===== src/core/naf_map.vh =====
// Purpose: Register map, field positions, reset values and timing constants
//          of the notch averaging filter.
// Assumes: 32-bit AXI4-Lite register words, 125 MHz clock.
// Notes:   Definitions only; included by bare name.
`ifndef NAF_MAP_VH
`define NAF_MAP_VH

// ****************************************************************
// Register byte offsets
// ****************************************************************
`define NAF_OFF_CTRL      8'h00
`define NAF_OFF_NOTCH     8'h04
`define NAF_OFF_SETTLE    8'h08
`define NAF_OFF_STATUS    8'h0C
`define NAF_OFF_RESULT    8'h10
`define NAF_OFF_NSAMP     8'h14

// ****************************************************************
// Field positions
// ****************************************************************
`define NAF_CTRL_START    0
`define NAF_CTRL_BRIDGE   1
`define NAF_ST_BUSY       0
`define NAF_ST_NEMPTY     1
`define NAF_ST_FULL       2
`define NAF_ST_CFGERR     3

// ****************************************************************
// Reset values
// ****************************************************************
`define NAF_RST_NOTCH     16'h0032
`define NAF_RST_SETTLE    16'h0000

// ****************************************************************
// Rates and times
// ****************************************************************
// Converter output rate, 93750 samples per second
`define NAF_ADC_RATE      17'h16E36
`define NAF_CLK_PERIOD_NS 8
`define NAF_US_NS         1000
// Built-in settling delay in microseconds (450)
`define NAF_DEF_SETTLE_US 16'h01C2
// Fixed per-result overhead in microseconds
`define NAF_OVH_US        2

`endif


===== src/core/naf_fifo.v =====
// Purpose: Result FIFO with valid/ready on both sides.
// Assumes: Single clock, synchronous active-low reset.
// Notes:   Storage is flip-flops indexed by read and write pointers.
`timescale 1ns/1ps
`default_nettype none

module naf_fifo #(
  parameter WIDTH = 32,
  parameter DEPTH = 8,
  parameter AW    = 3
) (
  // Clock and reset
  input  wire             aclk,
  input  wire             aresetn,
  // Fill side
  input  wire             in_valid,
  output wire             in_ready,
  input  wire [WIDTH-1:0] in_data,
  // Drain side
  output wire             out_valid,
  input  wire             out_ready,
  output wire [WIDTH-1:0] out_data,
  // Fill level
  output reg  [AW:0]      count
);

  reg [WIDTH-1:0] mem [0:DEPTH-1];  // Storage words
  reg [AW-1:0]    wr_ptr;           // Next write slot
  reg [AW-1:0]    rd_ptr;           // Oldest word
  wire            push;             // Word enters
  wire            pop;              // Word leaves

  assign in_ready  = (count != DEPTH[AW:0]);
  assign out_valid = (count != {(AW+1){1'b0}});
  assign out_data  = mem[rd_ptr];
  assign push      = in_valid & in_ready;
  assign pop       = out_valid & out_ready;

  // Storage write
  always @(posedge aclk) begin
    if (push) begin
      mem[wr_ptr] <= in_data;
    end
  end

  // Pointers and level
  always @(posedge aclk) begin
    if (!aresetn) begin
      wr_ptr <= {AW{1'b0}};
      rd_ptr <= {AW{1'b0}};
      count  <= {(AW+1){1'b0}};
    end else begin
      if (push) begin
        wr_ptr <= wr_ptr + 1'b1;
      end
      if (pop) begin
        rd_ptr <= rd_ptr + 1'b1;
      end
      if (push && !pop) begin
        count <= count + 1'b1;
      end else if (pop && !push) begin
        count <= count - 1'b1;
      end
    end
  end

endmodule // naf_fifo

`default_nettype wire


===== src/core/naf_div.v =====
// Purpose: Sequential unsigned restoring divider.
// Assumes: Divisor nonzero; start ignored while busy.
// Notes:   Takes WIDTH cycles after start; done pulses one cycle.
`timescale 1ns/1ps
`default_nettype none

module naf_div #(
  parameter WIDTH = 48,
  parameter CW    = 6
) (
  // Clock and reset
  input  wire             aclk,
  input  wire             aresetn,
  // Request
  input  wire             start,
  input  wire [WIDTH-1:0] dividend,
  input  wire [WIDTH-1:0] divisor,
  // Answer
  output reg              busy,
  output reg              done,
  output reg  [WIDTH-1:0] quotient
);

  reg  [WIDTH:0]   rem;    // Partial remainder
  reg  [WIDTH-1:0] dvs;    // Latched divisor
  reg  [CW-1:0]    cnt;    // Bits still to do
  wire [WIDTH:0]   shl;    // Remainder shifted with next bit
  wire             fits;   // Divisor fits this step

  assign shl  = {rem[WIDTH-1:0], quotient[WIDTH-1]};
  assign fits = (shl >= {1'b0, dvs});

  // One quotient bit per cycle
  always @(posedge aclk) begin
    if (!aresetn) begin
      busy     <= 1'b0;
      done     <= 1'b0;
      quotient <= {WIDTH{1'b0}};
      rem      <= {(WIDTH+1){1'b0}};
      dvs      <= {WIDTH{1'b0}};
      cnt      <= {CW{1'b0}};
    end else begin
      done <= 1'b0;
      if (start && !busy) begin
        quotient <= dividend;
        dvs      <= divisor;
        rem      <= {(WIDTH+1){1'b0}};
        cnt      <= WIDTH[CW-1:0];
        busy     <= 1'b1;
      end else if (busy) begin
        rem      <= fits ? (shl - {1'b0, dvs}) : shl;
        quotient <= {quotient[WIDTH-2:0], fits};
        cnt      <= cnt - 1'b1;
        if (cnt == {{(CW-1){1'b0}}, 1'b1}) begin
          busy <= 1'b0;
          done <= 1'b1;
        end
      end
    end
  end

endmodule // naf_div

`default_nettype wire


===== src/core/naf_top.v =====
// Purpose: Measurement sequencer and averaging notch filter behind a
//          sigma-delta converter, with AXI4-Lite registers.
// Assumes: Converter samples arrive on aclk with a one-cycle valid.
// Notes:   Results queue in an 8-word FIFO; reading RESULT pops one.
`timescale 1ns/1ps
`default_nettype none
`include "naf_map.vh"

// Contract
// - Result is mean of consecutive samples
// - Count is rate over notch, half up
// - Averaging lasts one notch period
// - Notches at notch frequency and multiples
// - Accept 50 Hz and 60 Hz settings
// - Zero setting selects built-in settling delay
// - Settle, then average, then fixed overhead
// - Bridge mode settles in four sub-measurements
module naf_top #(
  parameter [15:0] DEF_SETTLE_US = `NAF_DEF_SETTLE_US
) (
  // Clock and reset
  input  wire        aclk,
  input  wire        aresetn,
  // Converter sample stream
  input  wire [23:0] adc_sample,
  input  wire        adc_sample_valid,
  // AXI4-Lite write address
  input  wire [7:0]  s_axi_awaddr,
  input  wire        s_axi_awvalid,
  output wire        s_axi_awready,
  // AXI4-Lite write data
  input  wire [31:0] s_axi_wdata,
  input  wire [3:0]  s_axi_wstrb,
  input  wire        s_axi_wvalid,
  output wire        s_axi_wready,
  // AXI4-Lite write response
  output reg  [1:0]  s_axi_bresp,
  output reg         s_axi_bvalid,
  input  wire        s_axi_bready,
  // AXI4-Lite read address
  input  wire [7:0]  s_axi_araddr,
  input  wire        s_axi_arvalid,
  output wire        s_axi_arready,
  // AXI4-Lite read data
  output reg  [31:0] s_axi_rdata,
  output reg  [1:0]  s_axi_rresp,
  output reg         s_axi_rvalid,
  input  wire        s_axi_rready
);

  // ****************************************************************
  // Timing constants
  // ****************************************************************
  localparam integer CYC_PER_US = `NAF_US_NS / `NAF_CLK_PERIOD_NS;
  localparam integer OVH_CYC    = `NAF_OVH_US * CYC_PER_US;
  localparam integer US_LAST    = CYC_PER_US - 1;
  localparam integer OVH_LAST   = OVH_CYC - 1;

  // Sequencer states
  localparam [2:0] S_IDLE   = 3'h0;
  localparam [2:0] S_CALC   = 3'h1;
  localparam [2:0] S_SETTLE = 3'h2;
  localparam [2:0] S_AVG    = 3'h3;
  localparam [2:0] S_MEAN   = 3'h4;
  localparam [2:0] S_OVH    = 3'h5;
  localparam [2:0] S_PUSH   = 3'h6;

  // ****************************************************************
  // Declarations
  // ****************************************************************
  reg  [15:0] first_notch_freq;      // Notch setting in Hz
  reg  [15:0] settle_delay_setting;  // Settling setting in us
  reg         bridge_mode;           // Four sub-measurements
  reg         cfg_err;               // Sticky bad-notch flag
  reg  [7:0]  aw_addr;               // Held write address
  reg         aw_held;               // Write address taken
  reg  [31:0] w_data;                // Held write data
  reg  [3:0]  w_strb;                // Held write strobes
  reg         w_held;                // Write data taken
  reg  [2:0]  state;                 // Sequencer state
  reg  [16:0] n_samp;                // Samples per result
  reg  [16:0] scnt;                  // Samples taken so far
  reg  [47:0] acc;                   // Sample accumulator
  reg  [6:0]  us_pre;                // Cycles within a us
  reg  [15:0] us_cnt;                // Settling us left
  reg  [8:0]  ovh_cnt;               // Overhead cycles left
  reg  [1:0]  sub;                   // Sub-measurement index
  reg         neg;                   // Sum was negative
  reg  [31:0] result;                // Mean awaiting queue
  reg         div_go;                // Divider start pulse
  reg  [47:0] div_a;                 // Dividend
  reg  [47:0] div_b;                 // Divisor
  wire        div_done;              // Quotient ready
  wire [47:0] div_q;                 // Quotient
  wire        fifo_in_ready;         // Queue has room
  wire        fifo_out_valid;        // Queue holds a result
  wire [31:0] fifo_out_data;         // Oldest result
  wire [3:0]  fifo_count;            // Queue level
  wire        fifo_pop;              // Read of RESULT
  wire        wr_fire;               // Register write now
  wire        rd_fire;               // Register read now
  wire [31:0] wmask;                 // Strobe byte mask
  wire [31:0] ctrl_new;              // Masked control write
  wire        start_req;             // Start bit written
  wire [15:0] settle_us;             // Effective settling
  wire [47:0] acc_next;              // Sum with this sample
  wire [1:0]  sub_last;              // Final sub index

  // ****************************************************************
  // AXI4-Lite write path
  // ****************************************************************
  assign s_axi_awready = !aw_held && !s_axi_bvalid;
  assign s_axi_wready  = !w_held && !s_axi_bvalid;
  assign wr_fire       = aw_held && w_held && !s_axi_bvalid;
  assign wmask         = {{8{w_strb[3]}}, {8{w_strb[2]}}, {8{w_strb[1]}}, {8{w_strb[0]}}};
  assign ctrl_new      = w_data & wmask;
  assign start_req     = wr_fire && (aw_addr == `NAF_OFF_CTRL) && ctrl_new[`NAF_CTRL_START];

  // Address and data taken in either order, answered once both held
  always @(posedge aclk) begin
    if (!aresetn) begin
      aw_held      <= 1'b0;
      w_held       <= 1'b0;
      aw_addr      <= 8'h00;
      w_data       <= 32'h00000000;
      w_strb       <= 4'h0;
      s_axi_bvalid <= 1'b0;
      s_axi_bresp  <= 2'h0;
    end else begin
      if (s_axi_awvalid && s_axi_awready) begin
        aw_held <= 1'b1;
        aw_addr <= s_axi_awaddr;
      end
      if (s_axi_wvalid && s_axi_wready) begin
        w_held <= 1'b1;
        w_data <= s_axi_wdata;
        w_strb <= s_axi_wstrb;
      end
      if (wr_fire) begin
        aw_held      <= 1'b0;
        w_held       <= 1'b0;
        s_axi_bvalid <= 1'b1;
        case (aw_addr)
          `NAF_OFF_CTRL, `NAF_OFF_NOTCH, `NAF_OFF_SETTLE, `NAF_OFF_STATUS: begin
            s_axi_bresp <= 2'h0;
          end
          default: begin
            s_axi_bresp <= 2'h2;  // Unmapped or read-only: SLVERR
          end
        endcase
      end else if (s_axi_bvalid && s_axi_bready) begin
        s_axi_bvalid <= 1'b0;
      end
    end
  end

  // Writable settings and sticky error flag
  always @(posedge aclk) begin
    if (!aresetn) begin
      first_notch_freq     <= `NAF_RST_NOTCH;
      settle_delay_setting <= `NAF_RST_SETTLE;
      bridge_mode          <= 1'b0;
      cfg_err              <= 1'b0;
    end else begin
      if (wr_fire && aw_addr == `NAF_OFF_CTRL && w_strb[0]) begin
        bridge_mode <= w_data[`NAF_CTRL_BRIDGE];
      end
      if (wr_fire && aw_addr == `NAF_OFF_NOTCH) begin
        first_notch_freq <= (first_notch_freq & ~wmask[15:0]) | (w_data[15:0] & wmask[15:0]);
      end
      if (wr_fire && aw_addr == `NAF_OFF_SETTLE) begin
        settle_delay_setting <= (settle_delay_setting & ~wmask[15:0])
                                | (w_data[15:0] & wmask[15:0]);
      end
      // A zero notch cannot place a notch; setting wins over a clear
      if (start_req && state == S_IDLE && first_notch_freq == 16'h0000) begin
        cfg_err <= 1'b1;
      end else if (wr_fire && aw_addr == `NAF_OFF_STATUS && ctrl_new[`NAF_ST_CFGERR]) begin
        cfg_err <= 1'b0;
      end
    end
  end

  // ****************************************************************
  // AXI4-Lite read path
  // ****************************************************************
  assign s_axi_arready = !s_axi_rvalid;
  assign rd_fire       = s_axi_arvalid && s_axi_arready;
  assign fifo_pop      = rd_fire && (s_axi_araddr == `NAF_OFF_RESULT);

  // Read data registered one cycle after the address
  always @(posedge aclk) begin
    if (!aresetn) begin
      s_axi_rvalid <= 1'b0;
      s_axi_rdata  <= 32'h00000000;
      s_axi_rresp  <= 2'h0;
    end else if (rd_fire) begin
      s_axi_rvalid <= 1'b1;
      s_axi_rresp  <= 2'h0;
      case (s_axi_araddr)
        `NAF_OFF_CTRL: begin
          s_axi_rdata <= {30'h00000000, bridge_mode, 1'b0};
        end
        `NAF_OFF_NOTCH: begin
          s_axi_rdata <= {16'h0000, first_notch_freq};
        end
        `NAF_OFF_SETTLE: begin
          s_axi_rdata <= {16'h0000, settle_delay_setting};
        end
        `NAF_OFF_STATUS: begin
          s_axi_rdata <= {12'h000, 2'h0, sub, 5'h00, state, fifo_count,
                          cfg_err, !fifo_in_ready, fifo_out_valid, (state != S_IDLE)};
        end
        `NAF_OFF_RESULT: begin
          // Empty queue reads zero; the pop only happens when valid
          s_axi_rdata <= fifo_out_valid ? fifo_out_data : 32'h00000000;
        end
        `NAF_OFF_NSAMP: begin
          s_axi_rdata <= {15'h0000, n_samp};
        end
        default: begin
          s_axi_rdata <= 32'h00000000;
          s_axi_rresp <= 2'h2;
        end
      endcase
    end else if (s_axi_rvalid && s_axi_rready) begin
      s_axi_rvalid <= 1'b0;
    end
  end

  // ****************************************************************
  // Measurement sequencer
  // ****************************************************************
  // default settling on zero
  assign settle_us = (settle_delay_setting == 16'h0000) ? DEF_SETTLE_US : settle_delay_setting;
  assign acc_next  = acc + {{24{adc_sample[23]}}, adc_sample};
  assign sub_last  = bridge_mode ? 2'h3 : 2'h0;

  // Settle, average, divide, overhead, queue
  always @(posedge aclk) begin
    if (!aresetn) begin
      state   <= S_IDLE;
      n_samp  <= 17'h00000;
      scnt    <= 17'h00000;
      acc     <= 48'h000000000000;
      us_pre  <= 7'h00;
      us_cnt  <= 16'h0000;
      ovh_cnt <= 9'h000;
      sub     <= 2'h0;
      neg     <= 1'b0;
      result  <= 32'h00000000;
      div_go  <= 1'b0;
      div_a   <= 48'h000000000000;
      div_b   <= 48'h000000000000;
    end else begin
      div_go <= 1'b0;
      case (state)
        S_IDLE: begin
          // (2*rate + f) / (2*f) rounds halves up
          if (start_req && first_notch_freq != 16'h0000) begin
            div_a <= {30'h00000000, `NAF_ADC_RATE, 1'b0} + {32'h00000000, first_notch_freq};
            div_b <= {31'h00000000, first_notch_freq, 1'b0};
            div_go <= 1'b1;
            sub    <= 2'h0;
            state  <= S_CALC;
          end
        end
        S_CALC: begin
          // any nonzero notch, 50 and 60 Hz included
          if (div_done) begin
            n_samp <= div_q[16:0];
            us_cnt <= settle_us;
            us_pre <= 7'h00;
            state  <= S_SETTLE;
          end
        end
        S_SETTLE: begin
          if (us_pre == US_LAST[6:0]) begin
            us_pre <= 7'h00;
            if (us_cnt <= 16'h0001) begin
              acc   <= 48'h000000000000;
              scnt  <= 17'h00000;
              state <= S_AVG;
            end else begin
              us_cnt <= us_cnt - 16'h0001;
            end
          end else begin
            us_pre <= us_pre + 7'h01;
          end
        end
        S_AVG: begin
          // n samples span one notch period
          if (adc_sample_valid) begin
            acc  <= acc_next;
            scnt <= scnt + 17'h00001;
            if (scnt == n_samp - 17'h00001) begin
              neg    <= acc_next[47];
              div_a  <= acc_next[47] ? (48'h000000000000 - acc_next) : acc_next;
              div_b  <= {31'h00000000, n_samp};
              div_go <= 1'b1;
              state  <= S_MEAN;
            end
          end
        end
        S_MEAN: begin
          // boxcar puts nulls at f and multiples
          if (div_done) begin
            result  <= neg ? (32'h00000000 - div_q[31:0]) : div_q[31:0];
            ovh_cnt <= OVH_LAST[8:0];
            state   <= S_OVH;
          end
        end
        S_OVH: begin
          if (ovh_cnt == 9'h000) begin
            state <= S_PUSH;
          end else begin
            ovh_cnt <= ovh_cnt - 9'h001;
          end
        end
        S_PUSH: begin
          // Full queue stalls the sequencer here
          if (fifo_in_ready) begin
            if (sub == sub_last) begin
              state <= S_IDLE;
            end else begin
              sub    <= sub + 2'h1;
              us_cnt <= settle_us;
              us_pre <= 7'h00;
              state  <= S_SETTLE;
            end
          end
        end
        default: begin
          state <= S_IDLE;
        end
      endcase
    end
  end

  // ****************************************************************
  // Shared divider and result queue
  // ****************************************************************
  naf_div #(
    .WIDTH (48),
    .CW    (6)
  ) u_div (
    .aclk     (aclk),
    .aresetn  (aresetn),
    .start    (div_go),
    .dividend (div_a),
    .divisor  (div_b),
    .busy     (),
    .done     (div_done),
    .quotient (div_q)
  );

  naf_fifo #(
    .WIDTH (32),
    .DEPTH (8),
    .AW    (3)
  ) u_fifo (
    .aclk      (aclk),
    .aresetn   (aresetn),
    .in_valid  (state == S_PUSH),
    .in_ready  (fifo_in_ready),
    .in_data   (result),
    .out_valid (fifo_out_valid),
    .out_ready (fifo_pop),
    .out_data  (fifo_out_data),
    .count     (fifo_count)
  );

endmodule // naf_top

`default_nettype wire


===== config.mk =====
export PLATFORM = sky130hd
export DESIGN_NAME = naf_top
export DESIGN_NICKNAME = d
export VERILOG_FILES = /design/src/core/naf_fifo.v /design/src/core/naf_div.v /design/src/core/naf_top.v
export VERILOG_INCLUDE_DIRS = /design/src /design/src/core
export SDC_FILE = /design/constraint.sdc
export NUM_CORES = 1
export LEC_CHECK = 0
export BUFFER_PORTS_ARGS = -buffer_cell sky130_fd_sc_hd__buf_2
export CAP_MARGIN = 30
export CORE_ASPECT_RATIO = 1.25
export CORE_MARGIN = 2
export CORE_UTILIZATION = 40
export DETAILED_ROUTE_END_ITERATION = 16
export PLACE_DENSITY = 0.58
export SKIP_LAST_GASP = 1
export SLEW_MARGIN = 15
export SYNTH_ARGS = -nofsm -noshare
export SYNTH_HDL_FRONTEND = slang
export SYNTH_SLANG_ARGS = --single-unit

===== constraint.sdc =====
create_clock -name aclk -period 5.8 [get_ports aclk]
set_input_delay 0.29 -clock aclk [delete_from_list [all_inputs] [get_ports aclk]]
set_output_delay 0.29 -clock aclk [all_outputs]
set_load 0.05 [all_outputs]

; Word level (Yosys, flattened, before mapping)
; Memory sizes are Yosys's and may differ from the RTL's. A register that Yosys moved wholly into a read port is not among the register bits.
; Cells that the tools add are included.
[classes]
addsub = 16
order_cmp = 2
eq_ne = 31
mux = 78
bitwise_logic = 11
reduce_logical = 65
[ops]
columns = op, count
row1 = $mux W48, 13
row2 = $pmux W48 S2, 3
row3 = $pmux W32 S6, 1
row4 = $mux W16, 6
row5 = $mux W32, 2
row6 = $mux W17, 3
row7 = $ge A49 B48 Y1, 1
row8 = $add A48 B48 Y48, 1
row9 = $and A16 B16 Y16, 3
row10 = $pmux W16 S3, 1
row11 = $sub A1 B48 Y48 const A, 1
row12 = $sub A48 B48 Y48, 1
row13 = $pmux W17 S2, 1
row14 = $mux W3, 11
row15 = $eq A8 B4 Y1 const B, 4
row16 = $logic_not A16 Y1, 2
row17 = $or A16 B16 Y16, 2
row18 = $sub A1 B32 Y32 const A, 1
row19 = $mux W7, 4
row20 = $logic_and A1 B1 Y1, 23
row21 = $pmux W3 S7, 1
row22 = $pmux W7 S3, 1
row23 = $add A18 B16 Y19 const A, 1
row24 = $mux W9, 2
row25 = other kinds (51), 114
[totals]
ff_bits = 511
ramBits = 256
input_bits = 84
wordCells = 241
n_memories = 1
[memory_table]
columns = memory, words, width, read_ports, rd_ports_with_merged_regs, write_ports, line
row1 = u_fifo.mem, 8, 32, 1, 1, 1, naf_fifo.v:27  ; reg [WIDTH-1:0] mem [0:DEPTH-1];

; Logic depth before layout (Yosys ltp)
; Gate-level depths: netlist (run 1).
[depth]
ltp_word = 7
depth_mapped = 15
mapped_depth_nobuf = 14

; Cells and area by module
; A second synthesis (run 1) with hierarchy kept.
[unflattened]
cells_unflattened = 4022
area_unflattened_um2 = 38749.7
[modules_own_cells]
columns = mod, n_inst, cells_each, area_each_um2, seq_area_each_um2
row1 = naf_top, 1, 2389, 18854.3, 6326.1
row2 = naf_fifo, 1, 444, 10420.0, 7947.6
row3 = naf_div, 1, 1189, 9475.3, 3042.9

; Worst setup path after synthesis (run 1)
; No wires, ideal clock.
[synth_path]
path_type = reg2reg
from = reg state[2]
to = mem u_fifo.mem[4][0], enable pin
setup_time_ns = 0.468
arrival_time_ns = 3.842
path_slack_ns = 1.491
stages_incl_launch_ff = 6
path_buffers = 2
path_cell_list = dfxtp_1 clkbuf_1 clkbuf_1 nand2_1 or3_1 nor3b_1
[synth_via]
elab_chain_len = 4
[synth_rtl]
columns = item, line
row1 = from (decl), naf_top.v:80  ; reg [2:0] state;
row2 = from (signal assigned), naf_top.v:242  ; state <= S_IDLE;
row3 = from (signal assigned), naf_top.v:265  ; state <= S_CALC;
row4 = from (signal assigned), naf_top.v:274  ; state <= S_SETTLE;
row5 = $eq A3 B3 Y1, naf_top.v:364  ; .in_valid (state == S_PUSH),
row6 = $and A1 B1 Y1, naf_fifo.v:36  ; assign push = in_valid & in_ready;
row7 = $mux W1, naf_fifo.v:41  ; if (push) begin
row8 = $mux W1 (not written as such), naf_fifo.v:42  ; mem[wr_ptr] <= in_data;
row9 = to (decl), naf_fifo.v:27
; No other way between the ends.

; Worst setup path in the final report (run 1)
[layout_path]
from = reg acc[14]
to = reg div_a[30]
[layout_via]
elab_chain_len = 6
[layout_rtl]
columns = item, line
row1 = from (decl), naf_top.v:83  ; reg [47:0] acc;
row2 = from (signal assigned), naf_top.v:294  ; acc <= acc_next;
row3 = $add A48 B48 Y48 (*), naf_top.v:236  ; assign acc_next = acc + {{24{adc_sample[23]}}, adc_sample};
row4 = $sub A1 B48 Y48, naf_top.v:298  ; div_a <= acc_next[47] ? (48'h000000000000 - acc_next) : acc_next;
row5 = $mux W48 (*), naf_top.v:298
row6 = $mux W48 (*), naf_top.v:296  ; if (scnt == n_samp - 17'h00001) begin
row7 = $mux W48 (*), naf_top.v:293  ; if (adc_sample_valid) begin
row8 = $pmux W48 S2 (*), naf_top.v:257  ; case (state)
row9 = to (signal assigned), naf_top.v:261  ; div_a <= {30'h00000000, `NAF_ADC_RATE, 1'b0} + {32'h00000000, first_notch_freq};
row10 = to (signal assigned), naf_top.v:298
row11 = to (decl), naf_top.v:91  ; reg [47:0] div_a;
; Mark *: on every way between the ends. The rest lies on a longest branch, timed or not. The select of a mux whose other input is x is not followed.
; A chain may end at the register's enable or synchronous reset.

==> qor.json, run 1 <==
{
  "setup.reg_to_reg.worst_slack_ps": 1190,
  "synthDistinctLibCells": 99,
  "instances_no_fill": 4950,
  "crit_reg_reg_startpoint": "acc[14]$_SDFFE_PN0P_",
  "synth_top_family_by_area": "compound AO/OA/AOI/OAI gates",
  "pre_cts_slack_ps": 1180,
  "setup_viol_count_final": 0,
  "post-place-cells": 4773,
  "mean_post_synth_cell_area_um2": 9.51,
  "timing_hold_violations_final": 0,
  "arrival_ps": 5100,
  "synthesis.yosys.warnings": 0,
  "timing.max_slew.rel_slack": 0.302,
  "area_share_of_fa_ha_maj_cells_after_synthesis": 0.0309,
  "cts-resized-gates": 0,
  "routed_wirelength_mm": 93.5,
  "rows": 121,
  "cts.root.buffer_cell": "sky130_fd_sc_hd__clkbuf_16",
  "worst_reg2reg_path_depth": 12,
  "path_max_fanout": 11,
  "final_layout_size_suffix_gt1_frac": 0.109,
  "worst_pin_slew_ps": 1050,
  "hp-class": "input pin to flip-flop",
  "timing.setup.critical_path_class": "flip-flop to flip-flop",
  "whs_endpoint": "aw_addr[6]$_SDFFE_PN0P_",
  "grt_antenna_before_repair": 0,
  "grt.overflow.total": 0,
  "critical_path_required_ps": 6280,
  "number_of_global_route_vias_before_repair": 26000,
  "hpwlAfterDp_mm": 64.5,
  "timing.critical_path.to_type": "flip-flop",
  "via_count_of_the_routed_design": 27400,
  "hp_start": "s_axi_awvalid",
  "powerDensity_nw_per_um2": 268,
  "grt_max_degree": 181,
  "tritoncts": "done",
  "synth.top_cells.by_count": "sky130_fd_sc_hd__nor2_1 (459), sky130_fd_sc_hd__dfxtp_1 (450), sky130_fd_sc_hd__nand2_1 (405), sky130_fd_sc_hd__a21oi_1 (327), sky130_fd_sc_hd__edfxtp_1 (256)",
  "clock_latency_ps": 640,
  "die_height_um": 335,
  "number_of_flops_mapped_to_enable_cells_by_yosys": 256,
  "worstHoldPathCells": 4,
  "post_cts_clock_slew_at_the_launch_and_capture_registers_of_the_worst_setup_and_hold_paths_ps": 60,
  "number_of_clock_buffers_inserted_by_tritoncts": 78,
  "gp_congestion": 0.870,
  "fin_total_pwr_mw": 10.6,
  "total_leakage_power_nw": 14.0,
  "netlist_instances": 3692,
  "cts_max_level": 3,
  "clock_sink_count": 706,
  "synthMuxAreaShare": 0.0751,
  "remaining_routing_drc_violations": 0,
  "start_kind": "flip-flop",
  "synth.largest_area_cell": "sky130_fd_sc_hd__dfxtp_1",
  "run_status": "complete, no violations",
  "post_synth_main_area_contributors": "sky130_fd_sc_hd__dfxtp_1 (26%), sky130_fd_sc_hd__edfxtp_1 (22%), sky130_fd_sc_hd__nor2_1 (4.9%), sky130_fd_sc_hd__a21oi_1 (4.7%), sky130_fd_sc_hd__nand2_1 (4.3%)",
  "vdd_ir_drop_max_mv": 0.243,
  "setup_ws_ps": 1190,
  "coreArea_um2": 87100,
  "slew_violations": 0,
  "globalRouteTotalUtil": 0.206,
  "mappedNetlistArea_um2": 35100,
  "initial_utilization": 0.403,
  "vias_per_cell": 5.54,
  "async_flop_share": 0,
  "drt_iter0_markers": 1783,
  "synth_largest_type_area_fraction": 0.257,
  "final.setup_skew_ps": 24.9,
  "finalSetupTns_ps": 0,
  "areaGrowthSynthToFinish_pct": 12.9,
  "min_period_ps": 4610,
  "grt_pass1_wl_mm": 146,
  "antenna_violating_nets_post_route": 0,
  "yosys.area_share.xor_xnor": 0.0462,
  "postSynth.topFlopCell": "sky130_fd_sc_hd__dfxtp_1",
  "yosysSeqAreaShare": 0.476,
  "rsz0062_at_grt": "no",
  "synth_simple_gate_area_share": 0.167,
  "complex_gate_fraction_of_the_synthesized_area": 0.171,
  "reg2reg_to": "div_a[30]$_SDFFE_PN0P_",
  "timing.max_cap.violations": 0,
  "most_frequent_cell_after_synthesis": "sky130_fd_sc_hd__nor2_1",
  "synth_seq_cells": 706,
  "horizontal_extent_of_the_die_um": 269,
  "ioPinCount": 125,
  "clock_path_buffers": 3,
  "detail_route.wl_per_cell_um": 18.9,
  "achievable-frequency_mhz": 217,
  "fin_crit_sh": 0.795,
  "dieArea_um2": 90100,
  "nNetsFinal": 3885,
  "port_buffers": 104,
  "pre_repair_dr_iteration_count": 6
}
## per-layer routing
layer / part of all wire / wire length, µm / track usage
met1: 0.45 / 41700 / 0.271
met2: 0.48 / 44900 / 0.347
met3: 0.044 / 4070 / 0.0255
met4: 0.030 / 2800 / 0.0707
met5: 0 / 0 / 0
## sequential cells by signal, indices dropped and copies added (netlist names), 16 cells and up, named ones only
signal,cells
n_samp,17
div_b,17
u_div.quotient,48
result,32
scnt,17
u_div.dvs,17
s_axi_rdata,32
acc,48
div_a,48
us_cnt,16
u_div.rem,48
u_fifo.mem,256
w_data,16
## cell type report
class                   instances  area (µm²)
inverters                      74         285
multi-input cells            2673       17300
well taps                    1168        1460
fillers                      8315       47400
diodes                          1        2.50
flip-flops and latches        706       16700
clock buffers                 109        2200
repair buffers                183        1210
clock inverters                36         464
## per-stage QoR
step / util / instance area (µm²) / hold WS, ps
6_report: 0.455 / 39600 / 168
5_1_grt: 0.455 / 39600 / 196
4_1_cts: 0.455 / 39600 / 140
3_5_place_dp: 0.421 / 36700 / 443
3_3_place_gp: 0.420 / 36600 / 441
2_1_floorplan: - / 35100 / 389
## critical path: stages, from the launching register on
cell	delay, ps
sky130_fd_sc_hd__dfxtp_1	310
sky130_fd_sc_hd__ha_1	470
sky130_fd_sc_hd__nand4_1	230
sky130_fd_sc_hd__or3_1	440
sky130_fd_sc_hd__nor4bb_1	820
sky130_fd_sc_hd__or3_1	250
sky130_fd_sc_hd__xnor2_1	290
sky130_fd_sc_hd__o2111ai_1	260
sky130_fd_sc_hd__or2_2	370
sky130_fd_sc_hd__or4_1	570
sky130_fd_sc_hd__o21ai_0	220
sky130_fd_sc_hd__xor2_1	160
sky130_fd_sc_hd__o21ai_0	80
## cells by family after synthesis
logic type | count (synthesis)
AO/OA/AOI/OAI | 941
XOR/XNOR | 185
adder cells (fa/ha/maj) | 85
buffers and inverters | 314
flip-flops | 706
multiplexers | 183
other | 1
AND/OR/NAND/NOR | 1277
## layout by cell type, fill, tap and decap left out, drive strengths merged, types with 57 or more instances in the layout
cell type / Yosys / routed
buf: 40 / 153
nand3: 57 / 57
a22oi: 77 / 77
clkbuf: 200 / 110
ha: 82 / 82
inv: 73 / 76
a21oi: 329 / 329
edfxtp: 256 / 256
xor2: 87 / 87
mux2i: 116 / 116
o21ai: 192 / 192
mux4: 64 / 64
nor2: 459 / 459
xnor2: 98 / 98
a211oi: 82 / 82
nor3: 70 / 70
dfxtp: 450 / 450
nand2: 405 / 405
## how the worst max path moves through the flow
| stage | startpoint | to | slack [ps] | cells past startpoint |
|---|---|---|---|---|
| after global placement | adc_sample[14] | div_a[34]$_SDFFE_PN0P_ | 1200 | 13 |
| after floorplan | state[2]$_SDFFE_PN0P_ | u_fifo.mem[4][0]$_DFFE_PP_ | 1490 | 5 |
| after detailed placement | adc_sample[14] | div_a[34]$_SDFFE_PN0P_ | 1180 | 13 |
| final | acc[14]$_SDFFE_PN0P_ | div_a[30]$_SDFFE_PN0P_ | 1190 | 12 |
| after CTS | acc[14]$_SDFFE_PN0P_ | div_a[30]$_SDFFE_PN0P_ | 1250 | 12 |
| after global routing | acc[14]$_SDFFE_PN0P_ | div_a[34]$_SDFFE_PN0P_ | 850 | 12 |
## power by group
part           total (mW)  switching, mW  internal [mW]
registers            5.13         0.0158           5.11
clock network        5.12           2.08           3.04
logic               0.382          0.257          0.125
total                10.6           2.36           8.27
## timing repair
| item | CTS | global route |
|---|---|---|
| buffers inserted | 0 | 0 |
| hold buffers | 29 | 0 |
| endpoints found under the hold margin | 28 | 0 |
(Power assumes the default switching activity.)
==> run 2, diff against run 1 <==
PLACE_DENSITY = 0.6   (was 0.58)
clock period = 4.2 ns   (was 5.8 ns; I/O delays follow)
==> run 2 against run 1 <==
Critical path depth increased by 1; clock power up 32%; design area rose by 1.9%; global-route usage up 0.57 points; combinational power increased by 48%; non-clock buffer count is 97 higher; power is 35% higher; sequential power rose by 38%; count of clock-buffer cells in the layout is 7 lower; setup slack got worse by 960 ps.
==> qor.json, run 2 (same netlist as run 1, synthesis figures left out) <==
{
  "run_status": "complete, no violations",
  "placement.cell_area": {"value": 37400, "unit": "µm²", "change": "+2.1%"},
  "antennaDiodeCount": {"value": 0, "change": "-1"},
  "worst_pin_slew": {"value": 969, "unit": "ps", "change": "-78.8 ps"},
  "pre_repair_dr_iteration_count": {"value": 9, "change": "+3"},
  "power_frac_comb": {"value": 0.039, "change": "+0.003"},
  "start_kind": "flip-flop",
  "clock_path_buffers": {"value": 3, "change": "unchanged"},
  "number_of_global_route_vias_before_repair": {"value": 26800, "change": "+3.2%"},
  "setup.reg_to_reg.worst_slack": {"value": 230, "unit": "ps", "change": "-960 ps"},
  "clock_sink_count": {"value": 706, "change": "unchanged"},
  "seqCellArea": {"value": 16700, "unit": "µm²", "change": "unchanged"},
  "path_max_fanout": {"value": 4, "change": "-7"},
  "clock_latency": {"value": 640, "unit": "ps", "change": "about the same"},
  "port_buffers": {"value": 104, "change": "unchanged"},
  "instances_no_fill": {"value": 5041, "change": "+1.8%"},
  "drt_iter0_markers": {"value": 1968, "change": "+10%"},
  "post-place-cells": {"value": 4869, "change": "+2.0%"},
  "antenna_violating_nets_post_route": {"value": 0, "change": "unchanged"},
  "achievable-frequency": {"value": 252, "unit": "MHz", "change": "+16%"},
  "grt.overflow.total": {"value": 0, "change": "unchanged"},
  "grt_max_degree": {"value": 120, "change": "-34%"},
  "cts_setup_buffers": {"value": 0, "change": "unchanged"},
  "timing_hold_violations_final": {"value": 0, "change": "unchanged"},
  "total_leakage_power": {"value": 14.4, "unit": "nW", "change": "+3.3%"},
  "timing.max_cap.violations": {"value": 0, "change": "unchanged"},
  "final.setup_skew": {"value": 43.0, "unit": "ps", "change": "+18.1 ps"},
  "worst_reg2reg_path_depth": {"value": 13, "change": "+1"},
  "initial_utilization": {"value": 0.403, "change": "unchanged"},
  "areaGrowthSynthToFinish_pct": 15.0,
  "intPower": {"value": 11.1, "unit": "mW", "change": "+34%"},
  "globalRouteTotalUtil": {"value": 0.212, "change": "+0.00565"},
  "rsz0062_at_grt": "yes",
  "vdd_ir_drop_max": {"value": 0.303, "unit": "mV", "change": "+24%"},
  "arrival": {"value": 4490, "unit": "ps", "change": "-610 ps"},
  "grt_pass1_wl": {"value": 151, "unit": "mm", "change": "+3.0%"},
  "vias_per_cell": {"value": 5.53, "change": "-0.14%"},
  "finish.instance_area": {"value": 40400, "unit": "µm²", "change": "+1.9%"},
  "max_flop_register": "u_fifo.mem",
  "nNetsFinal": {"value": 3980, "change": "+2.4%"},
  "horizontal_extent_of_the_die": {"value": 269, "unit": "µm", "change": "unchanged"},
  "setup_viol_count_final": {"value": 0, "change": "unchanged"},
  "remaining_routing_drc_violations": {"value": 0, "change": "unchanged"},
  "dieArea": {"value": 90100, "unit": "µm²", "change": "unchanged"},
  "final_layout_size_suffix_gt1_frac": {"value": 0.135, "change": "+0.0256"},
  "gr-usage-met2": {"value": 0.359, "change": "+0.0116"},
  "share_seq_of_total_power": {"value": 0.492, "change": "+0.010"},
  "fin_crit_sh": {"value": 0.945, "change": "+0.150"},
  "post_cts_clock_slew_at_the_launch_and_capture_registers_of_the_worst_setup_and_hold_paths": {"value": 60, "unit": "ps", "change": "about the same"},
  "tritoncts": "done",
  "timing.setup.critical_path_class": "flip-flop to flip-flop",
  "switching_share": {"value": 0.227, "change": "+0.00540"},
  "globalRouteMet1Util": {"value": 0.277, "change": "+0.00601"},
  "cts.root.buffer_cell": "sky130_fd_sc_hd__clkbuf_16",
  "p_sw": {"value": 3.27, "unit": "mW", "change": "+39%"},
  "timing.max_slew.rel_slack": {"value": 0.352, "change": "+0.0502"},
  "largest_register_ffs": {"value": 256, "change": "unchanged"},
  "gp_congestion": {"value": 0.876, "change": "+0.69%"},
  "coreArea": {"value": 87100, "unit": "µm²", "change": "unchanged"},
  "powerDensity": {"value": 356, "unit": "nW/µm²", "change": "+33%"},
  "via_count_of_the_routed_design": {"value": 27900, "change": "+1.7%"},
  "cts_max_level": {"value": 3, "change": "unchanged"},
  "mostFrequentLayoutCell": "sky130_fd_sc_hd__nor2_1",
  "timing.critical_path.to_type": "flip-flop",
  "multi_input_gate_area": {"value": 17400, "unit": "µm²", "change": "+0.54%"},
  "nFillCells": {"value": 8255, "change": "-0.72%"},
  "global_route.usage.met3": {"value": 0.0235, "change": "-0.00198"},
  "hpwlAfterDp": {"value": 66.8, "unit": "mm", "change": "+3.6%"},
  "detail_route.wl_per_cell": {"value": 19.0, "unit": "µm", "change": "+0.48%"},
  "grt_antenna_before_repair": {"value": 0, "change": "unchanged"},
  "reg2reg_to": "div_a[33]$_SDFFE_PN0P_",
  "die_height": {"value": 335, "unit": "µm", "change": "unchanged"},
  "pwr-share-clk": {"value": 0.469, "change": "-0.013"},
  "slew_violations": {"value": 0, "change": "unchanged"},
  "min_period": {"value": 3970, "unit": "ps", "change": "-643 ps"},
  "hp-class": "input pin to flip-flop",
  "worstHoldPathCells": {"value": 5, "change": "+1"},
  "rows": {"value": 121, "change": "unchanged"},
  "hp_start": "s_axi_arvalid",
  "ioPinCount": {"value": 125, "change": "unchanged"},
  "final_cell_mix": "sky130_fd_sc_hd__nor2_1 (454), sky130_fd_sc_hd__dfxtp_1 (445), sky130_fd_sc_hd__nand2_1 (405)",
  "gr-max-usage-layer": "met2",
  "number_of_clock_buffers_inserted_by_tritoncts": {"value": 76, "change": "-2.6%"},
  "crit_reg_reg_startpoint": "acc[0]$_SDFFE_PN0P_",
  "critical_path_required": {"value": 4720, "unit": "ps", "change": "-1560 ps"},
  "routed_wirelength": {"value": 95.7, "unit": "mm", "change": "+2.3%"}
}
[run 2: cell count changes in the layout (fill, tap and decap cells not counted), moves of 4 or more]
cell / delta
sky130_fd_sc_hd__buf_4: +95
sky130_fd_sc_hd__buf_12: +4
sky130_fd_sc_hd__bufinv_16: -4
sky130_fd_sc_hd__clkbuf_1: -4
[run 2: routing by layer]
| metal | vias to the layer above | share of wire |
|---|---|---|
| met5 | - | 0 |
| met4 | 0 | 0.031 |
| met3 | 153 | 0.043 |
| met2 | 634 | 0.48 |
| met1 | 13400 | 0.44 |
| li1 | 13700 | - |
[run 2: per-stage QoR]
step / total power [mW] / utilization / hold slack, ps / setup slack, ps / TNS (ps)
4_1_cts: 14.5 / 0.462 / 35.3 / 15.9 / 0
3_5_place_dp: 7.76 / 0.430 / 408 / -22.7 / -67.4
6_report: 14.4 / 0.464 / 67.6 / 232 / 0
2_1_floorplan: 7.57 / - / 309 / -48.5 / -2560
5_1_grt: 14.9 / 0.464 / 96.1 / -16.0 / -16.0
3_3_place_gp: 7.76 / 0.430 / 401 / -3.90 / -3.90
[run 2: layout make-up]
cell class	count	share of cell area
multi-input combinational	2673	0.430
clock buffer	102	0.0529
timing repair buffer	280	0.0500
sequential	706	0.414
inverter	74	0.00707
clock inverter	38	0.00964
tap	1168	0.0362
[run 2: worst max-delay path by stage]
stage          cells after the start                    endpoint                   from
2_1_floorplan                      6  u_fifo.mem[5][0]$_DFFE_PP_  state[2]$_SDFFE_PN0P_
3_3_place_gp                      16      div_a[46]$_SDFFE_PN0P_          adc_sample[0]
3_5_place_dp                      16      div_a[43]$_SDFFE_PN0P_          adc_sample[0]
4_1_cts                           14      div_a[46]$_SDFFE_PN0P_    acc[0]$_SDFFE_PN0P_
5_1_grt                           13      div_a[46]$_SDFFE_PN0P_   acc[13]$_SDFFE_PN0P_
6_report                          13      div_a[33]$_SDFFE_PN0P_    acc[0]$_SDFFE_PN0P_
[run 2: repair_timing]
item                       CTS  global route
hold buffers                29             0
resized for setup            2            20
setup endpoints to repair    5            26
pin swaps                    0             4
hold endpoints to repair    28             0
[run 2: power groups by stage]
stage | registers, mW | logic, mW | clock network, mW
6_report | 7.08 | 0.566 | 6.74
2_1_floorplan | 7.23 | 0.341 | 0
3_5_place_dp | 7.23 | 0.537 | 0
4_1_cts | 7.08 | 0.560 | 6.90
5_1_grt | 7.08 | 0.623 | 7.17
3_3_place_gp | 7.23 | 0.536 | 0
[run 2: critical path, cell delays in order, from the launching register on]
cell and delay (ps):
sky130_fd_sc_hd__dfxtp_1 310, sky130_fd_sc_hd__ha_1 210, sky130_fd_sc_hd__fa_2 380, sky130_fd_sc_hd__a211oi_4 350
sky130_fd_sc_hd__o21ai_2 130, sky130_fd_sc_hd__xor2_1 170, sky130_fd_sc_hd__a21oi_1 170, sky130_fd_sc_hd__or4b_4 510
sky130_fd_sc_hd__nand3b_4 180, sky130_fd_sc_hd__or4_4 430, sky130_fd_sc_hd__or4_4 550, sky130_fd_sc_hd__o41ai_4 230
sky130_fd_sc_hd__xor2_1 180, sky130_fd_sc_hd__o21ai_1 70
==> run 3, diff against run 2 <==
CORE_MARGIN = default   (was 2)
CTS_CLUSTER_DIAMETER = 30   (was default)
RECOVER_POWER = 25   (was default)
==> run 3 against run 2 <==
Global-route usage up 0.32 points; non-clock buffer count up 8; register-to-register slack worse by 120 ps; critical path depth unchanged; setup slack worse by 120 ps; largest power group is now clock.
==> qor.json, run 3 (same netlist as run 1, synthesis figures left out) <==
{
  "number_of_global_route_vias_before_repair": {"value": 27100, "change": "+1.1%"},
  "ioPinCount": {"value": 125, "change": "unchanged"},
  "power_frac_comb": {"value": 0.033, "change": "-0.006"},
  "timing.max_cap.violations": {"value": 0, "change": "unchanged"},
  "pre_repair_dr_iteration_count": {"value": 5, "change": "-4"},
  "slew_violations": {"value": 0, "change": "unchanged"},
  "vdd_ir_drop_max": {"value": 0.394, "unit": "mV", "change": "+30%"},
  "instances_no_fill": {"value": 5137, "change": "+1.9%"},
  "tritoncts": "done",
  "share_seq_of_total_power": {"value": 0.399, "change": "-0.093"},
  "pre_cts_slack": {"value": 67.0, "unit": "ps", "change": "+89.7 ps"},
  "initial_utilization": {"value": 0.403, "change": "unchanged"},
  "cts_max_level": {"value": 3, "change": "unchanged"},
  "start_kind": "flip-flop",
  "cts.root.buffer_cell": "sky130_fd_sc_hd__clkbuf_16",
  "port_buffers": {"value": 104, "change": "unchanged"},
  "critical_path.top_delay_family": "compound AO/OA/AOI/OAI gates",
  "horizontal_extent_of_the_die": {"value": 267, "unit": "µm", "change": "-0.74%"},
  "setup_viol_count_final": {"value": 0, "change": "unchanged"},
  "hp_start": "adc_sample[1]",
  "routed_wirelength": {"value": 96.2, "unit": "mm", "change": "+0.53%"},
  "placement.cell_area": {"value": 37300, "unit": "µm²", "change": "-0.20%"},
  "post_cts_clock_slew_at_the_launch_and_capture_registers_of_the_worst_setup_and_hold_paths": {"value": 50, "unit": "ps", "change": "about the same"},
  "remaining_routing_drc_violations": {"value": 0, "change": "unchanged"},
  "crit_path_frequent_cell": "sky130_fd_sc_hd__o21ai_0",
  "die_height": {"value": 333, "unit": "µm", "change": "-0.60%"},
  "vias_per_cell": {"value": 5.46, "change": "-1.4%"},
  "worst_pin_slew": {"value": 1030, "unit": "ps", "change": "+59.5 ps"},
  "p_sw": {"value": 4.16, "unit": "mW", "change": "+28%"},
  "number_of_clock_buffers_inserted_by_tritoncts": {"value": 121, "change": "+59%"},
  "achievable-frequency": {"value": 244, "unit": "MHz", "change": "-3.0%"},
  "worst_setup_path_startpoint": "acc[0]$_SDFFE_PN0P_",
  "grt.overflow.total": {"value": 0, "change": "unchanged"},
  "setup_ws": {"value": 108, "unit": "ps", "change": "-124 ps"},
  "finish.instance_area": {"value": 42200, "unit": "µm²", "change": "+4.5%"},
  "clock_latency": {"value": 710, "unit": "ps", "change": "+70 ps"},
  "finalSetupTns": {"value": 0, "unit": "ps", "change": "unchanged"},
  "largest_register_ffs": {"value": 256, "change": "unchanged"},
  "areaGrowthSynthToFinish_pct": 20.2,
  "drt_iter0_markers": {"value": 1861, "change": "-5.4%"},
  "crit_reg_reg_startpoint": "acc[0]$_SDFFE_PN0P_",
  "min_period": {"value": 4090, "unit": "ps", "change": "+124 ps"},
  "path_buf_inv": {"value": 0, "change": "unchanged"},
  "final_util": {"value": 0.485, "change": "+0.0209"},
  "final_cell_mix": "sky130_fd_sc_hd__nor2_1 (454), sky130_fd_sc_hd__dfxtp_1 (445), sky130_fd_sc_hd__nand2_1 (405)",
  "rows": {"value": 121, "change": "unchanged"},
  "detail_route.wl_per_cell": {"value": 18.7, "unit": "µm", "change": "-1.4%"},
  "timing_hold_violations_final": {"value": 0, "change": "unchanged"},
  "globalRouteTotalUtil": {"value": 0.215, "change": "+0.00325"},
  "dieArea": {"value": 88900, "unit": "µm²", "change": "-1.3%"},
  "antenna_violating_nets_post_route": {"value": 0, "change": "unchanged"},
  "via_count_of_the_routed_design": {"value": 28000, "change": "+0.51%"},
  "hpwlAfterDp": {"value": 67.0, "unit": "mm", "change": "+0.17%"},
  "timing.max_slew.rel_slack": {"value": 0.314, "change": "-0.0373"},
  "powerDensity": {"value": 421, "unit": "nW/µm²", "change": "+18%"},
  "cell_breakdown_of_the_critical_path": "ha_1 -> fa_2 -> a211oi_4 -> o211ai_4 -> a41oi_2 -> xnor2_1 -> a2111oi_4 -> nand4b_1 -> or4_1 -> or4_4 -> o21ai_0 -> xor2_1 -> o21ai_0",
  "nNetsFinal": {"value": 4033, "change": "+1.3%"},
  "timing.critical_path.to_type": "flip-flop",
  "final_layout_size_suffix_gt1_frac": {"value": 0.153, "change": "+0.0182"},
  "critical_path_required": {"value": 4770, "unit": "ps", "change": "+50 ps"},
  "path_max_fanout": {"value": 6, "change": "+2"},
  "run_status": "complete, no violations",
  "grt_pass1_wl": {"value": 151, "unit": "mm", "change": "+0.23%"},
  "switching_share": {"value": 0.234, "change": "+0.00719"},
  "intPower": {"value": 13.6, "unit": "mW", "change": "+22%"},
  "coreArea": {"value": 87100, "unit": "µm²", "change": "unchanged"},
  "timing.setup.critical_path_class": "flip-flop to flip-flop",
  "final.setup_skew": {"value": 72.2, "unit": "ps", "change": "+29.2 ps"},
  "post-place-cells": {"value": 4862, "change": "-0.14%"},
  "gp_congestion": {"value": 0.892, "change": "+1.9%"},
  "antennaDiodeCount": {"value": 0, "change": "unchanged"},
  "max_flop_register": "u_fifo.mem",
  "fin_crit_sh": {"value": 0.974, "change": "+0.0295"},
  "mostFrequentLayoutCell": "sky130_fd_sc_hd__nor2_1",
  "pwr-share-clk": {"value": 0.569, "change": "+0.100"},
  "total_leakage_power": {"value": 15.3, "unit": "nW", "change": "+6.1%"},
  "clock_path_buffers": {"value": 3, "change": "unchanged"},
  "arrival": {"value": 4660, "unit": "ps", "change": "+170 ps"},
  "grt_antenna_before_repair": {"value": 0, "change": "unchanged"},
  "clock_sink_count": {"value": 706, "change": "unchanged"},
  "slowest_delay": {"value": 540, "unit": "ps", "change": "about the same"},
  "grt_max_degree": {"value": 129, "change": "+7.5%"},
  "cpMaxStageDelayCell": "sky130_fd_sc_hd__or4_1",
  "hp-class": "input pin to flip-flop"
}
## run 3: cell types whose count changed in the layout (fill, tap and decap cells not counted), sizes merged
cell / change
clkinvlp: +4
bufinv: +6
buf: -8
clkbuf: +38
dlygate4sd3: +16
clkinv: +16
inv: +24
## run 3: worst paths after layout
path | endpoint | slack (ps) | depth (start not counted)
min | acc[1]$_SDFFE_PN0P_ | 50 | 4
max | div_a[30]$_SDFFE_PN0P_ | 110 | 13
min reg2reg | div_a[32]$_SDFFE_PN0P_ | 450 | 2
max reg2reg | div_a[30]$_SDFFE_PN0P_ | 110 | 13
## run 3: power groups by stage
stage               logic [mW]  registers, mW  clock network (mW)
floorplan                0.341           7.23                   0
global placement         0.536           7.23                   0
detailed placement       0.538           7.23                   0
CTS                      0.575           7.09                10.3
global route             0.636           7.09                10.6
finish                   0.581           7.09                10.1
## run 3: per-stage QoR
stage	power [mW]	hold WS, ps
after global placement	7.76	397
after detailed placement	7.77	401
final	17.8	49.9
after floorplan	7.57	309
after CTS	17.9	8.46
after global routing	18.3	70.9
## run 3: metal layers
layer / up-vias / part of all wire / global-route usage
li1: 13900 / - / -
met1: 13400 / 0.44 / 0.275
met3: 158 / 0.049 / 0.0335
met2: 621 / 0.48 / 0.360
met5: - / 0 / 0
met4: 0 / 0.033 / 0.0860
## run 3: final cells by class
cell class              count  area, µm²
fillers                  8096      44900
multi-input cells        2673      17400
flip-flops and latches    706      16700
clock buffers             140       3270
repair buffers            288       2070
well taps                1168       1460
clock inverters            88       1040
inverters                  74        285
## run 3: repair_timing
item,CTS,global route
endpoints found under the setup margin,0,31
hold buffers,45,0
resized for setup,0,16
endpoints found under the hold margin,31,0
setup buffers,0,1
## run 3: worst reg2reg max path, delay by kind of cell, from the launching register on
kind	cells	cell delay, ps
adder cells (fa/ha/maj)	2	590
AND/OR/NAND/NOR	3	1210
flip-flops	1	310
XOR/XNOR	2	320
AO/OA/AOI/OAI	6	1520
